<file path="config.mk">
export PLATFORM = sky130hd
export DESIGN_NAME = uart_core
export DESIGN_NICKNAME = d
export VERILOG_FILES = /design/src/core/uart_pkg.sv /design/src/core/uart_core.sv
export SDC_FILE = /design/constraint.sdc
export NUM_CORES = 1
export LEC_CHECK = 0
export ABC_AREA = 1
export BUFFER_PORTS_ARGS = -buffer_cell sky130_fd_sc_hd__buf_4
export CAP_MARGIN = 20
export CORE_MARGIN = 1
export CORE_UTILIZATION = 40
export CTS_CLUSTER_DIAMETER = 200
export DETAILED_ROUTE_END_ITERATION = 8
export SLEW_MARGIN = 20
export SYNTH_ARGS = -nofsm -noshare
export SYNTH_HDL_FRONTEND = slang
export SYNTH_SLANG_ARGS = --single-unit
</file>
<file path="constraint.sdc">
create_clock -name mclk -period 2.3 [get_ports mclk]
set_clock_uncertainty 0.2 [all_clocks]
set_input_delay 0 -clock mclk [delete_from_list [all_inputs] [get_ports mclk]]
set_output_delay 0 -clock mclk [all_outputs]
set_load 0.005 [all_outputs]
</file>
<file path="src/core/uart_pkg.sv">
// package: register map, field positions, reset values, timing counts and state types of the uart
package uart_pkg;

    // register indices; the byte address on the bus is four times the index
    localparam logic [9:0] CTRL_IDX   = 10'h0ba;
    localparam logic [9:0] RXSTAT_IDX = 10'h0bb;
    localparam logic [9:0] INTCLK_IDX = 10'h0bc;
    localparam logic [9:0] TXBUF_IDX  = 10'h0bd;
    localparam logic [9:0] RXBUF_IDX  = 10'h0be;
    localparam logic [9:0] BAUD_IDX   = 10'h0bf;

    // control and status register fields
    localparam int PARITY_ENABLE_BIT = 7;
    localparam int PARITY_SEL_HI_BIT = 6;
    localparam int PARITY_SEL_LO_BIT = 5;
    localparam int CHAR_LEN_HI_BIT   = 4;
    localparam int CHAR_LEN_LO_BIT   = 3;
    localparam logic [7:0] CTRL_WR_MASK = 8'hf8;

    // receive status register writable fields
    localparam int SPARE_BIT     = 4;
    localparam int ATTENTION_BIT = 2;

    // interrupt and clock select register fields
    localparam int TWO_STOP_BIT   = 7;
    localparam int SHORT_STOP_BIT = 6;
    localparam int TX_PIN_SEL_BIT = 5;
    localparam int MODE_SEL_BIT   = 4;
    localparam int RX_EXT_CLK_BIT = 3;
    localparam int TX_EXT_CLK_BIT = 2;
    localparam int RX_IRQ_EN_BIT  = 1;
    localparam int TX_IRQ_EN_BIT  = 0;

    // baud register fields
    localparam int EXT_CLK_DRIVE_BIT = 16;

    // reset values
    localparam logic [7:0]  CTRL_RESET       = 8'h00;
    localparam logic [7:0]  INTCLK_RESET     = 8'h00;
    localparam logic [11:0] BAUD_DIV_DEFAULT = 12'h001;

    // sixteen ticks per bit in async mode; short stop is 7/8 of that
    localparam logic [4:0] TICKS_PER_BIT    = 5'h10;
    localparam logic [4:0] HALF_BIT_TICKS   = 5'h08;
    localparam logic [4:0] SHORT_STOP_TICKS = 5'h0e;

    typedef enum logic [2:0] {TX_IDLE, TX_START, TX_DATA, TX_PARITY, TX_STOP1, TX_STOP2} tx_state_type;
    typedef enum logic [2:0] {RX_IDLE, RX_START, RX_DATA, RX_PARITY, RX_STOP, RX_BREAK} rx_state_type;

    typedef struct packed {
        logic [2:0]   rxSync;
        logic         rxLvl;
        logic [2:0]   ckxSync;
        logic         ckxLvl;
        logic [11:0]  baudCnt;
        logic         baudClk;
        logic [11:0]  baudDiv;
        logic         ckxDrive;
        logic [7:0]   ctrl;
        logic [7:0]   intClk;
        logic         rxBufferFull;
        logic         txBufferEmpty;
        logic         overrunError;
        logic         framingError;
        logic         parityError;
        logic         spare;
        logic         rxNinthBit;
        logic         attentionMode;
        logic         transmittingFlag;
        logic         receivingFlag;
        tx_state_type txState;
        logic [4:0]   txCnt;
        logic [3:0]   txBit;
        logic [8:0]   txShift;
        logic         txLine;
        logic [7:0]   txHold;
        rx_state_type rxState;
        logic [4:0]   rxCnt;
        logic [3:0]   rxBit;
        logic [8:0]   rxShift;
        logic         rxParityBad;
        logic [7:0]   rxHold;
        logic [31:0]  prdata;
        logic         rdRbfl;
        logic [2:0]   rdErr;
    } uart_state_type;

endpackage

</file>
<file path="src/core/uart_core.sv">
// uart transceiver with apb register slave, framing, parity and clock source selection
//
// Chosen here: the APB register port.
`timescale 1ns/1ps

// Contract
// parity generated and checked only in seven and eight bit formats when enabled
// parity select: 00 odd, 01 even, 10 mark, 11 space
// char length bits: 00 eight, 01 seven, 10 nine data bits
// both length bits set: internal loopback with nine bit frames
// error flags read only, cleared by status read; global error follows them
// buffer full sets on received character, clears on buffer read
// tx empty is one at reset, sets on transfer, clears on buffer write
// nine bit format sends and latches ninth bit, eight buffer bits data
// no parity in nine bit format; shared bit is the ninth bit
// attention bit writable, cleared by a received character with ninth bit set
// transmitting bit high during frames, drops after last stop bit
// receiving bit set on framing error, cleared when line returns high
// one stop bit, or two when the stop count bit is set
// short stop option makes the last stop bit seven eighths long
// receiver needs only one stop bit
// transmit pin driven only while transmit pin select is set
// async uses sixteen ticks per bit, sync one clock per bit
// rx and tx each pick internal baud generator or external clock pin
// rx and tx interrupt enables gate requests, both zero after reset
// external clock pin as output carries the internal baud clock
// start low, resample at half bit, then sample each bit mid-bit
// sync mode: transmit on rising, receive on falling clock edge
// tx request pending while tx empty and tx enable set
// rx request pending while buffer full and rx enable set
// character completing with buffer still full sets overrun
// low line at first stop sample sets framing error
module uart_core
    import uart_pkg::*;
#(
    parameter logic [11:0] BAUD_DIV_RESET = BAUD_DIV_DEFAULT
) (
    input  wire logic        mclk,
    input  wire logic        reset_n,
    input  wire logic        psel,
    input  wire logic        penable,
    input  wire logic        pwrite,
    input  wire logic [11:0] paddr,
    input  wire logic [31:0] pwdata,
    output logic [31:0]      prdata,
    output logic             pready,
    output logic             pslverr,
    input  wire logic        serialInPin,
    output logic             serialOutPin,
    output logic             serialOutPinOe,
    input  wire logic        extClockPinIn,
    output logic             extClockPinOut,
    output logic             extClockPinOe,
    output logic             rxIrq,
    output logic             txIrq
);

    localparam uart_state_type STATE_RESET = '{
        rxSync: 3'h7, rxLvl: 1'b1, baudDiv: BAUD_DIV_RESET, ctrl: CTRL_RESET, intClk: INTCLK_RESET,
        txBufferEmpty: 1'b1, txState: TX_IDLE, txLine: 1'b1, rxState: RX_IDLE, default: '0};

    uart_state_type st_q;
    uart_state_type st_d;

    logic       nineBit;
    logic       sevenBit;
    logic       loopBack;
    logic [3:0] lastBit;
    logic       parityOn;
    logic       syncMode;
    logic       intTick;
    logic       ckxRise;
    logic       ckxFall;
    logic       txTick;
    logic       rxTick;
    logic [4:0] bitTicks;
    logic       txLastStop;
    logic [4:0] txTicks;
    logic       txBitEnd;
    logic       rxIn;
    logic       rxSample;
    logic [7:0] dataMask;
    logic       setupPhase;
    logic       accessPhase;
    logic [9:0] regIdx;
    logic       regHit;
    logic       rxDoneEvt;

    function automatic logic parity_bit(input logic [7:0] d, input logic hi, input logic lo);
        unique case ({hi, lo})
            2'b00:   parity_bit = ~^d;
            2'b01:   parity_bit = ^d;
            2'b10:   parity_bit = 1'b1;
            2'b11:   parity_bit = 1'b0;
        endcase
    endfunction

    assign nineBit    = st_q.ctrl[CHAR_LEN_HI_BIT];
    assign sevenBit   = !nineBit && st_q.ctrl[CHAR_LEN_LO_BIT];
    assign loopBack   = nineBit && st_q.ctrl[CHAR_LEN_LO_BIT];
    assign lastBit    = nineBit ? 4'h8 : (sevenBit ? 4'h6 : 4'h7);
    assign parityOn   = st_q.ctrl[PARITY_ENABLE_BIT] && !nineBit;
    assign syncMode   = st_q.intClk[MODE_SEL_BIT];
    assign intTick    = (st_q.baudCnt == 12'h000);
    assign ckxRise    = (st_q.ckxSync[1] == st_q.ckxSync[2]) && st_q.ckxSync[2] && !st_q.ckxLvl;
    assign ckxFall    = (st_q.ckxSync[1] == st_q.ckxSync[2]) && !st_q.ckxSync[2] && st_q.ckxLvl;
    // sync mode: tx moves on the rising clock edge, rx samples on the falling one
    assign txTick     = st_q.intClk[TX_EXT_CLK_BIT] ? ckxRise
                        : (intTick && !(syncMode && st_q.baudClk));
    assign rxTick     = st_q.intClk[RX_EXT_CLK_BIT] ? (syncMode ? ckxFall : ckxRise)
                        : (intTick && !(syncMode && !st_q.baudClk));
    assign bitTicks   = syncMode ? 5'h01 : TICKS_PER_BIT;
    assign txLastStop = (st_q.txState == TX_STOP2)
                        || (st_q.txState == TX_STOP1 && !st_q.intClk[TWO_STOP_BIT]);
    assign txTicks    = (!syncMode && st_q.intClk[SHORT_STOP_BIT] && txLastStop)
                        ? SHORT_STOP_TICKS : bitTicks;
    assign txBitEnd   = txTick && (st_q.txCnt == txTicks - 5'h01);
    assign rxIn       = loopBack ? st_q.txLine : st_q.rxLvl;
    assign rxSample   = rxTick && (st_q.rxCnt == bitTicks - 5'h01);
    assign dataMask   = sevenBit ? 8'h7f : 8'hff;
    assign setupPhase  = psel && !penable;
    assign accessPhase = psel && penable;
    assign regIdx      = paddr[11:2];
    assign regHit      = (regIdx >= CTRL_IDX) && (regIdx <= BAUD_IDX) && (paddr[1:0] == 2'b00);
    assign rxDoneEvt   = (st_q.rxState == RX_STOP) && rxSample;

    always_comb begin
        logic txLoad;
        logic txFinish;
        txLoad   = 1'b0;
        txFinish = 1'b0;
        st_d     = st_q;

        // three-stage input synchronisers, a change counts once stages two and three agree
        st_d.rxSync  = {st_q.rxSync[1:0], serialInPin};
        st_d.ckxSync = {st_q.ckxSync[1:0], extClockPinIn};
        if (st_q.rxSync[1] == st_q.rxSync[2]) begin
            st_d.rxLvl = st_q.rxSync[2];
        end
        if (st_q.ckxSync[1] == st_q.ckxSync[2]) begin
            st_d.ckxLvl = st_q.ckxSync[2];
        end

        // internal baud generator; its square wave can drive the clock pin
        if (intTick) begin
            st_d.baudCnt = st_q.baudDiv;
            st_d.baudClk = !st_q.baudClk;
        end else begin
            st_d.baudCnt = st_q.baudCnt - 12'h001;
        end

        // register reads: data and the flags that a read clears are taken in the setup phase
        if (setupPhase && !pwrite) begin
            st_d.rdRbfl = 1'b0;
            st_d.rdErr  = 3'h0;
            case (regIdx)
                CTRL_IDX:   st_d.prdata = {24'h0, st_q.ctrl[7:3],
                                st_q.overrunError || st_q.framingError || st_q.parityError,
                                st_q.rxBufferFull, st_q.txBufferEmpty};
                RXSTAT_IDX: begin
                    st_d.prdata = {24'h0, st_q.overrunError, st_q.framingError, st_q.parityError,
                                   st_q.spare, st_q.rxNinthBit, st_q.attentionMode,
                                   st_q.transmittingFlag, st_q.receivingFlag};
                    st_d.rdErr  = {st_q.overrunError, st_q.framingError, st_q.parityError};
                end
                INTCLK_IDX: st_d.prdata = {24'h0, st_q.intClk};
                TXBUF_IDX:  st_d.prdata = {24'h0, st_q.txHold};
                RXBUF_IDX:  begin
                    st_d.prdata = {24'h0, st_q.rxHold};
                    st_d.rdRbfl = st_q.rxBufferFull;
                end
                BAUD_IDX:   st_d.prdata = {15'h0, st_q.ckxDrive, 4'h0, st_q.baudDiv};
                default:    st_d.prdata = 32'h0;
            endcase
        end

        // read side effects only clear what the read actually returned, so a new event survives
        if (accessPhase && !pwrite) begin
            if (regIdx == RXBUF_IDX && st_q.rdRbfl) begin
                st_d.rxBufferFull = 1'b0;
            end
            if (regIdx == RXSTAT_IDX) begin
                st_d.overrunError = st_q.overrunError && !st_q.rdErr[2];
                st_d.framingError = st_q.framingError && !st_q.rdErr[1];
                st_d.parityError  = st_q.parityError && !st_q.rdErr[0];
            end
        end

        if (accessPhase && pwrite) begin
            case (regIdx)
                CTRL_IDX:   st_d.ctrl = pwdata[7:0] & CTRL_WR_MASK;
                RXSTAT_IDX: begin
                    st_d.spare         = pwdata[SPARE_BIT];
                    st_d.attentionMode = pwdata[ATTENTION_BIT];
                end
                INTCLK_IDX: st_d.intClk = pwdata[7:0];
                TXBUF_IDX:  begin
                    st_d.txHold        = pwdata[7:0];
                    st_d.txBufferEmpty = 1'b0;
                end
                BAUD_IDX:   begin
                    st_d.baudDiv  = pwdata[11:0];
                    st_d.ckxDrive = pwdata[EXT_CLK_DRIVE_BIT];
                end
                default:    ;
            endcase
        end

        // transmitter
        if (txTick && st_q.txState != TX_IDLE) begin
            st_d.txCnt = txBitEnd ? 5'h00 : st_q.txCnt + 5'h01;
        end
        unique case (st_q.txState)
            TX_IDLE:   txLoad = !st_d.txBufferEmpty && (txTick || !syncMode);
            TX_START:  if (txBitEnd) begin
                st_d.txState = TX_DATA;
            end
            TX_DATA:   if (txBitEnd) begin
                if (st_q.txBit == lastBit) begin
                    st_d.txState = parityOn ? TX_PARITY : TX_STOP1;
                end else begin
                    st_d.txBit = st_q.txBit + 4'h1;
                end
            end
            TX_PARITY: if (txBitEnd) begin
                st_d.txState = TX_STOP1;
            end
            TX_STOP1:  if (txBitEnd) begin
                if (st_q.intClk[TWO_STOP_BIT]) begin
                    st_d.txState = TX_STOP2;
                end else begin
                    txFinish = 1'b1;
                end
            end
            TX_STOP2:  if (txBitEnd) begin
                txFinish = 1'b1;
            end
        endcase
        if (txFinish) begin
            if (!st_d.txBufferEmpty) begin
                txLoad = 1'b1;
            end else begin
                st_d.txState          = TX_IDLE;
                st_d.transmittingFlag = 1'b0;
            end
        end
        if (txLoad) begin
            st_d.txShift          = {st_q.ctrl[PARITY_SEL_LO_BIT], st_d.txHold};
            st_d.txBufferEmpty    = 1'b1;
            st_d.transmittingFlag = 1'b1;
            st_d.txState          = TX_START;
            st_d.txCnt            = 5'h00;
            st_d.txBit            = 4'h0;
        end
        unique case (st_d.txState)
            TX_START:  st_d.txLine = 1'b0;
            TX_DATA:   st_d.txLine = st_d.txShift[st_d.txBit];
            TX_PARITY: st_d.txLine = parity_bit(st_d.txShift[7:0] & dataMask,
                           st_q.ctrl[PARITY_SEL_HI_BIT], st_q.ctrl[PARITY_SEL_LO_BIT]);
            default:   st_d.txLine = 1'b1;
        endcase

        // receiver
        if (rxTick && st_q.rxState inside {RX_DATA, RX_PARITY, RX_STOP}) begin
            st_d.rxCnt = rxSample ? 5'h00 : st_q.rxCnt + 5'h01;
        end
        unique case (st_q.rxState)
            RX_IDLE:   if (rxTick && !rxIn) begin
                st_d.rxCnt       = 5'h00;
                st_d.rxBit       = 4'h0;
                st_d.rxParityBad = 1'b0;
                st_d.rxState     = syncMode ? RX_DATA : RX_START;
            end
            RX_START:  if (rxTick) begin
                if (st_q.rxCnt == HALF_BIT_TICKS - 5'h01) begin
                    st_d.rxCnt   = 5'h00;
                    st_d.rxState = rxIn ? RX_IDLE : RX_DATA;
                end else begin
                    st_d.rxCnt = st_q.rxCnt + 5'h01;
                end
            end
            RX_DATA:   if (rxSample) begin
                st_d.rxShift[st_q.rxBit] = rxIn;
                if (st_q.rxBit == lastBit) begin
                    st_d.rxState = parityOn ? RX_PARITY : RX_STOP;
                end else begin
                    st_d.rxBit = st_q.rxBit + 4'h1;
                end
            end
            RX_PARITY: if (rxSample) begin
                st_d.rxParityBad = rxIn != parity_bit(st_q.rxShift[7:0] & dataMask,
                                   st_q.ctrl[PARITY_SEL_HI_BIT], st_q.ctrl[PARITY_SEL_LO_BIT]);
                st_d.rxState     = RX_STOP;
            end
            RX_STOP:   if (rxSample) begin
                // only one stop bit is checked, whatever the transmit setting
                st_d.rxState = rxIn ? RX_IDLE : RX_BREAK;
                if (!rxIn) begin
                    st_d.framingError  = 1'b1;
                    st_d.receivingFlag = 1'b1;
                end
            end
            RX_BREAK:  if (rxIn) begin
                st_d.receivingFlag = 1'b0;
                st_d.rxState       = RX_IDLE;
            end
        endcase
        if (rxDoneEvt) begin
            // on overrun the earlier character is kept
            if (st_d.rxBufferFull) begin
                st_d.overrunError = 1'b1;
            end else begin
                st_d.rxHold       = st_q.rxShift[7:0] & dataMask;
                st_d.rxNinthBit   = nineBit && st_q.rxShift[8];
                st_d.rxBufferFull = 1'b1;
            end
            if (parityOn && st_q.rxParityBad) begin
                st_d.parityError = 1'b1;
            end
            if (nineBit && st_q.rxShift[8]) begin
                st_d.attentionMode = 1'b0;
            end
        end
    end

    always_ff @(posedge mclk or negedge reset_n) begin
        if (!reset_n) begin
            st_q <= STATE_RESET;
        end else begin
            st_q <= st_d;
        end
    end

    assign prdata         = st_q.prdata;
    assign pready         = 1'b1;
    assign pslverr        = accessPhase && !regHit;
    assign serialOutPin   = st_q.txLine;
    assign serialOutPinOe = st_q.intClk[TX_PIN_SEL_BIT];
    assign extClockPinOut = st_q.baudClk;
    assign extClockPinOe  = st_q.ckxDrive;
    assign rxIrq          = st_q.rxBufferFull && st_q.intClk[RX_IRQ_EN_BIT];
    assign txIrq          = st_q.txBufferEmpty && st_q.intClk[TX_IRQ_EN_BIT];
endmodule

</file>
* Yosys cells after proc, flatten, opt, wreduce, memory -nomap -nowiden
Index checks and enable logic that the tools add are counted.
** Storage, ports and cells
- Register bits after elaboration :: 153
** Operators by class
- Add/sub/neg operators :: 7
- Magnitude comparators :: 5
- Equal/unequal tests :: 40
- Muxes and demuxes :: 96
- Bitwise logic cells :: 3
- Reductions and logical operators :: 86
** Operators by type and width (count)
- case mux 17 bit (6 select lines) :: 1
- equality test 10 x 8 -> 1 bit (second input constant) :: 6
- two-way mux 3 bit :: 19
- two-way mux 1 bit :: 41
- logical AND 1 bit :: 38
- two-way mux 5 bit :: 7
- two-way mux 8 bit :: 4
- two-way mux 12 bit :: 2
- two-way mux 21 bit :: 1
- two-way mux 4 bit :: 5
- equality test 3 x 2 -> 1 bit (second input constant) :: 6
- inequality test 2 bit (second input constant) :: 9
- case mux 3 bit (6 select lines) :: 1
- AND 8 bit :: 2
- logical NOT 1 bit :: 16
- XNOR reduction 8 bit :: 2
- XOR reduction 8 bit :: 2
- AND reduction 2 bit :: 7
- two-way mux 13 bit :: 1
- equality test 3 bit (second input constant) :: 4
- logical NOT 12 bit :: 1
- case mux 3 bit (4 select lines) :: 1
- nonzero test 2 bit :: 6
- subtractor 12 x 1 -> 12 bit (second input constant) :: 1
- other kinds (33) :: 54

* Longest topological paths before layout
- Depth in word-level cells :: 17
- Gate-level depth with buffers :: 24
- Depth with buffers taken out :: 23

* Worst setup path before layout
OpenSTA, ideal clock, no wires.
- Path kind :: register to register
- Start :: register st_q[136] in the netlist's numbering
- End :: register st_q[57] in the netlist's numbering
- Library setup time :: 0.123 ns
- Arrival time :: 2.156 ns
- Setup slack :: -0.180 ns
- Stages on the path, launching flop included :: 20
- Buffers on the path :: 0
- Period minus slack after synthesis :: 2.480 ns
- Cells stage by stage :: dfrtp_1 > inv_1 > ha_1 > nand2_2 > nor2_2 > nand2_2 > inv_2 > nand2_1 > nand2_2 > inv_1 > nor2_2 > inv_1 > nor2_1 > inv_1 > nand2_1 > nand2_1 > clkinv_1 > nand4_1 > o21ai_0 > a21oi_1
** On the way
- Longest elaborated chain between the ends :: 6
- Elaborated cells on any way between the ends :: 8
- Those cells by class :: 2 x eq/ne; 1 x mux; 5 x reduce/logical
** Ends and longest elaborated chain
- start, declared :: RTL line uart_core.sv:62 : uart_state_type st_q;
- start signal, assigned :: RTL line uart_core.sv:330 : st_q <= st_d;
- logical NOT 12 bit * :: RTL line uart_core.sv:104 : assign intTick = (st_q.baudCnt == 12'h000);
- logical AND 1 bit * :: RTL line uart_core.sv:111 : : (intTick && !(syncMode && !st_q.baudClk));
- two-way mux 1 bit * :: RTL line uart_core.sv:110 : assign rxTick = st_q.intClk[RX_EXT_CLK_BIT] ? (syncMode ? ckxFall : ckxRise)
- logical AND 1 bit, on equally long branches :: RTL line uart_core.sv:268, uart_core.sv:119
- inequality test 2 bit (no line)
- AND reduction 4 bit (no line) *
Every way passes the cells marked *; elsewhere a longest branch is shown, timed or not.
A chain may end at the register's enable or synchronous reset.

* Final worst setup path
- Start :: register st_q[136] in the netlist's numbering
- End :: register st_q[64] in the netlist's numbering
** On the way
- Longest elaborated chain between the ends :: 6
- Elaborated cells on any way between the ends :: 11
- Those cells by class :: 5 x eq/ne; 1 x mux; 5 x reduce/logical
** Ends and longest elaborated chain (RTL line)
- logical NOT 12 bit * :: uart_core.sv:104
- logical AND 1 bit * :: uart_core.sv:111
- two-way mux 1 bit * :: uart_core.sv:110
- logical AND 1 bit, on equally long branches :: uart_core.sv:268, uart_core.sv:119
- inequality test 2 bit (no line)
- AND reduction 8 bit (no line) *
Marks and branches as above.

==> results.txt <==
Req. time, crit path - 2460 ps
Die Area - 19700 um^2
Die Y - 140 um
gr ovfl total - 0
clock-pin transition on the worst setup and hold timing paths - 60 ps
clk_lat worst skew - 430 ps
fillers - 1722
Final Setup Violations - 34
chip width - 140 um
Compound-Gate Fraction of Synth Area - 12.8%
Layout Nets - 1252
FF-to-FF setup slack - -250 ps
H-tree depth - 4
max cap viols - 0
final worst path period share - 111%
post-synth cell types - 53
Seq cells post-synth - 134
worst hold path class - in2async
Detail Placement HPWL - 16000 um
CP arrival - 2700 ps
min Tclk post-route - 2550 ps
DRC Markers - 0
post-route cell area - 10600 um^2
Cell Area, Placed - 9130 um^2
ANT cells - 0
Reg area - 3360 um^2
initial antenna violation count - 0
Final Total Pwr - 0.00786 W
Leak - 5.18 nW
Crit path top cell by count - buf_6
initial core utilization - 40.9%
Post-synth EDFFs - 0
largest net degree at the start of global routing - 135
status - finished, violations left
Vias/cell - 4.99
CTS tree - yes
number of I/O pins - 91
cts bufs inserted - 17
Adder-Cell Fraction of Synth Area - 1.77%
register area share after synthesis - 44.0%
layout cells sized above 1 - 32.6%
Site Rows - 50
wire per inst - 15.4 um
Initial DRT Pass Iterations - 5
f_max - 0.393 GHz
Syn Area/Cell - 7.84 um^2
P&R area growth vs syn - 39.2%
Fin Hold WS - -23.4 ps
Core Box Area - 18700 um^2
Clock Tree Buf Depth - 2
YS warnings - 0
number of DRC violations after detailed-routing iteration 0 - 614
final hold vios - 8
Max VDD drop - 0.000586 V
RePlAce Congestion - 0.881
port bufs - 51
most frequent cells after synthesis - nand2_1, dfrtp_1, inv_1
post-synthesis mux area share - 1.18%
main combinational cell family by area after synthesis - simple AND/OR/NAND/NOR gates
Post-synth top flop - dfrtp_1
Power Density - 739 nW/um^2
Slowest cell on crit path - dfrtp_1
Sink Count - 134
RSZ-0062 raised after global routing - yes
Cell Area, Synth - 7650 um^2
failing checks - negative hold slack, negative setup slack
FFs w/ async S/R, synth - 100%
worst-path cell chain - inv_2, ha_4, nand2_4, nor2_4, buf_6, buf_6, buf_6, nand2_4, inv_4, nand2_4, nand2_8, buf_6, nand2_8, buf_6, a2111oi_4, buf_4, nand2_1, o21ai_1
multi-input logic area - 3940 um^2
Pins Over Slew Limit - 0
number of global-route vias before repair - 6938
total track usage - 23.4%
Crit Path Category - reg2reg
Syn Inst Count - 975
worst-path maximum fanout - 5
root buffer cell - clkbuf_16
Post-Synth XOR/XNOR Area - 2.29%
top post-synthesis cells by area - dfrtp_1, nand2_1, inv_1
endpoint class of the critical path - flop
most frequent cell after synthesis - nand2_1
CP peak stage delay - 370 ps
antenna viol nets, final - 0
Synth area leader - dfrtp_1
final WL - 22100 um
via count - 7178
PnR worst setup slack - -247 ps
worst rel slew slack - 47.5%
first-pass GRT wire length - 35600 um
worst slew pin tran - 782 ps
Worst setup SP type - flop
synthesized-area fraction occupied by and/or/nand/nor cells - 26.6%
top cell type's share of synthesized area - 41.6%
[sequential cells by signal, summed over array words and instances (netlist names), named ones only]
register	count
prdata	13
extClockPinOe	1
serialOutPinOe	1
serialOutPin	1
st_d	4
nineBit	1
extClockPinOut	1
st_q	103
[per-stage QoR]
step | worst slack, ps | utilization [%] | setup TNS, ps | hold slack [ps] | instances
2_1_floorplan | -40.6 | - | -163 | -496 | 993
3_3_place_gp | -282 | 48.8 | -1080 | -89.8 | 1359
3_5_place_dp | -337 | 48.8 | -1220 | -88.9 | 1359
4_1_cts | -217 | 54.5 | -1710 | 13.1 | 1429
5_1_grt | -427 | 56.9 | -9930 | 33.6 | 1438
6_report | -247 | 56.9 | -5050 | -23.4 | 1438
[report_power, final]
part,internal (W),switching [W]
combinational,0.00114,0.00118
clock,0.00169,0.00109
sequential,0.00260,0.000175
total,0.00543,0.00244
[cells in the final DEF (no fill, tap or decap), types with 9 or more instances in the layout]
master	netlist	layout
xor2_1	16	16
o21ai_1	6	22
nor3_1	20	19
nor2_2	10	12
nand4_1	13	13
inv_1	119	106
dfrtp_1	127	127
o21ai_2	1	11
a21oi_1	26	19
nor2_4	4	15
clkbuf_16	0	17
buf_6	2	22
inv_2	15	20
nand2_4	4	10
conb_1	2	20
nand3_1	75	64
nand2_2	9	29
nand3_2	4	10
buf_4	37	179
ha_1	10	9
nor2_1	56	43
dlygate4sd3_1	0	26
o21ai_0	89	63
o22ai_1	13	12
nand2_1	233	204
[cells by family after synthesis]
logic type / Yosys count
compound gates: 170
xor+xnor: 20
fa+ha+maj: 11
buf+inv: 187
flops: 134
mux: 8
other cells: 2
simple gates: 443
[final timing paths]
check | startpoint | cells after the start | endpoint
setup / recovery | st_q[136] | 18 | st_q[64]
hold / removal | reset_n | 3 | st_q[62]
setup reg to reg | st_q[136] | 18 | st_q[64]
hold reg to reg | st_d[154] | 0 | st_d[155]
max in group asynchronous | reset_n | 3 | prdata[11]
min in group mclk | extClockPinIn | 2 | st_d[150]
[layout make-up]
class	count	share of cell area, %
Tap cell	234	2.75
Sequential cell	134	31.6
Multi-Input combinational cell	672	37.0
Clock inverter	10	1.14
Timing Repair Buffer	230	18.0
Inverter	136	5.09
Clock buffer	22	4.45
[metal layers]
| metal | routed length (um) | track usage (%) |
|---|---|---|
| met5 | 0 | 0 |
| met2 | 10500 | 37.2 |
| met3 | 1010 | 4.82 |
| met1 | 10200 | 32.3 |
| met4 | 348 | 6.71 |
[critical path: cells and delay by family (launching register included)]
family                     cells  cell delay, ps
buffers and inverters          8             860
and+or+nand+nor                7             520
AOI/OAI and AO/OA              2             390
DFF                            1             370
adders and majority gates      1             150
[what timing repair did]
action,CTS,global route
endpoints found under the hold margin,187,0
endpoints found under the setup margin,20,46
gates resized for setup,37,126
hold buffers,26,0
pin swaps,19,35
setup buffers,12,13
(Power assumes the default switching activity.)
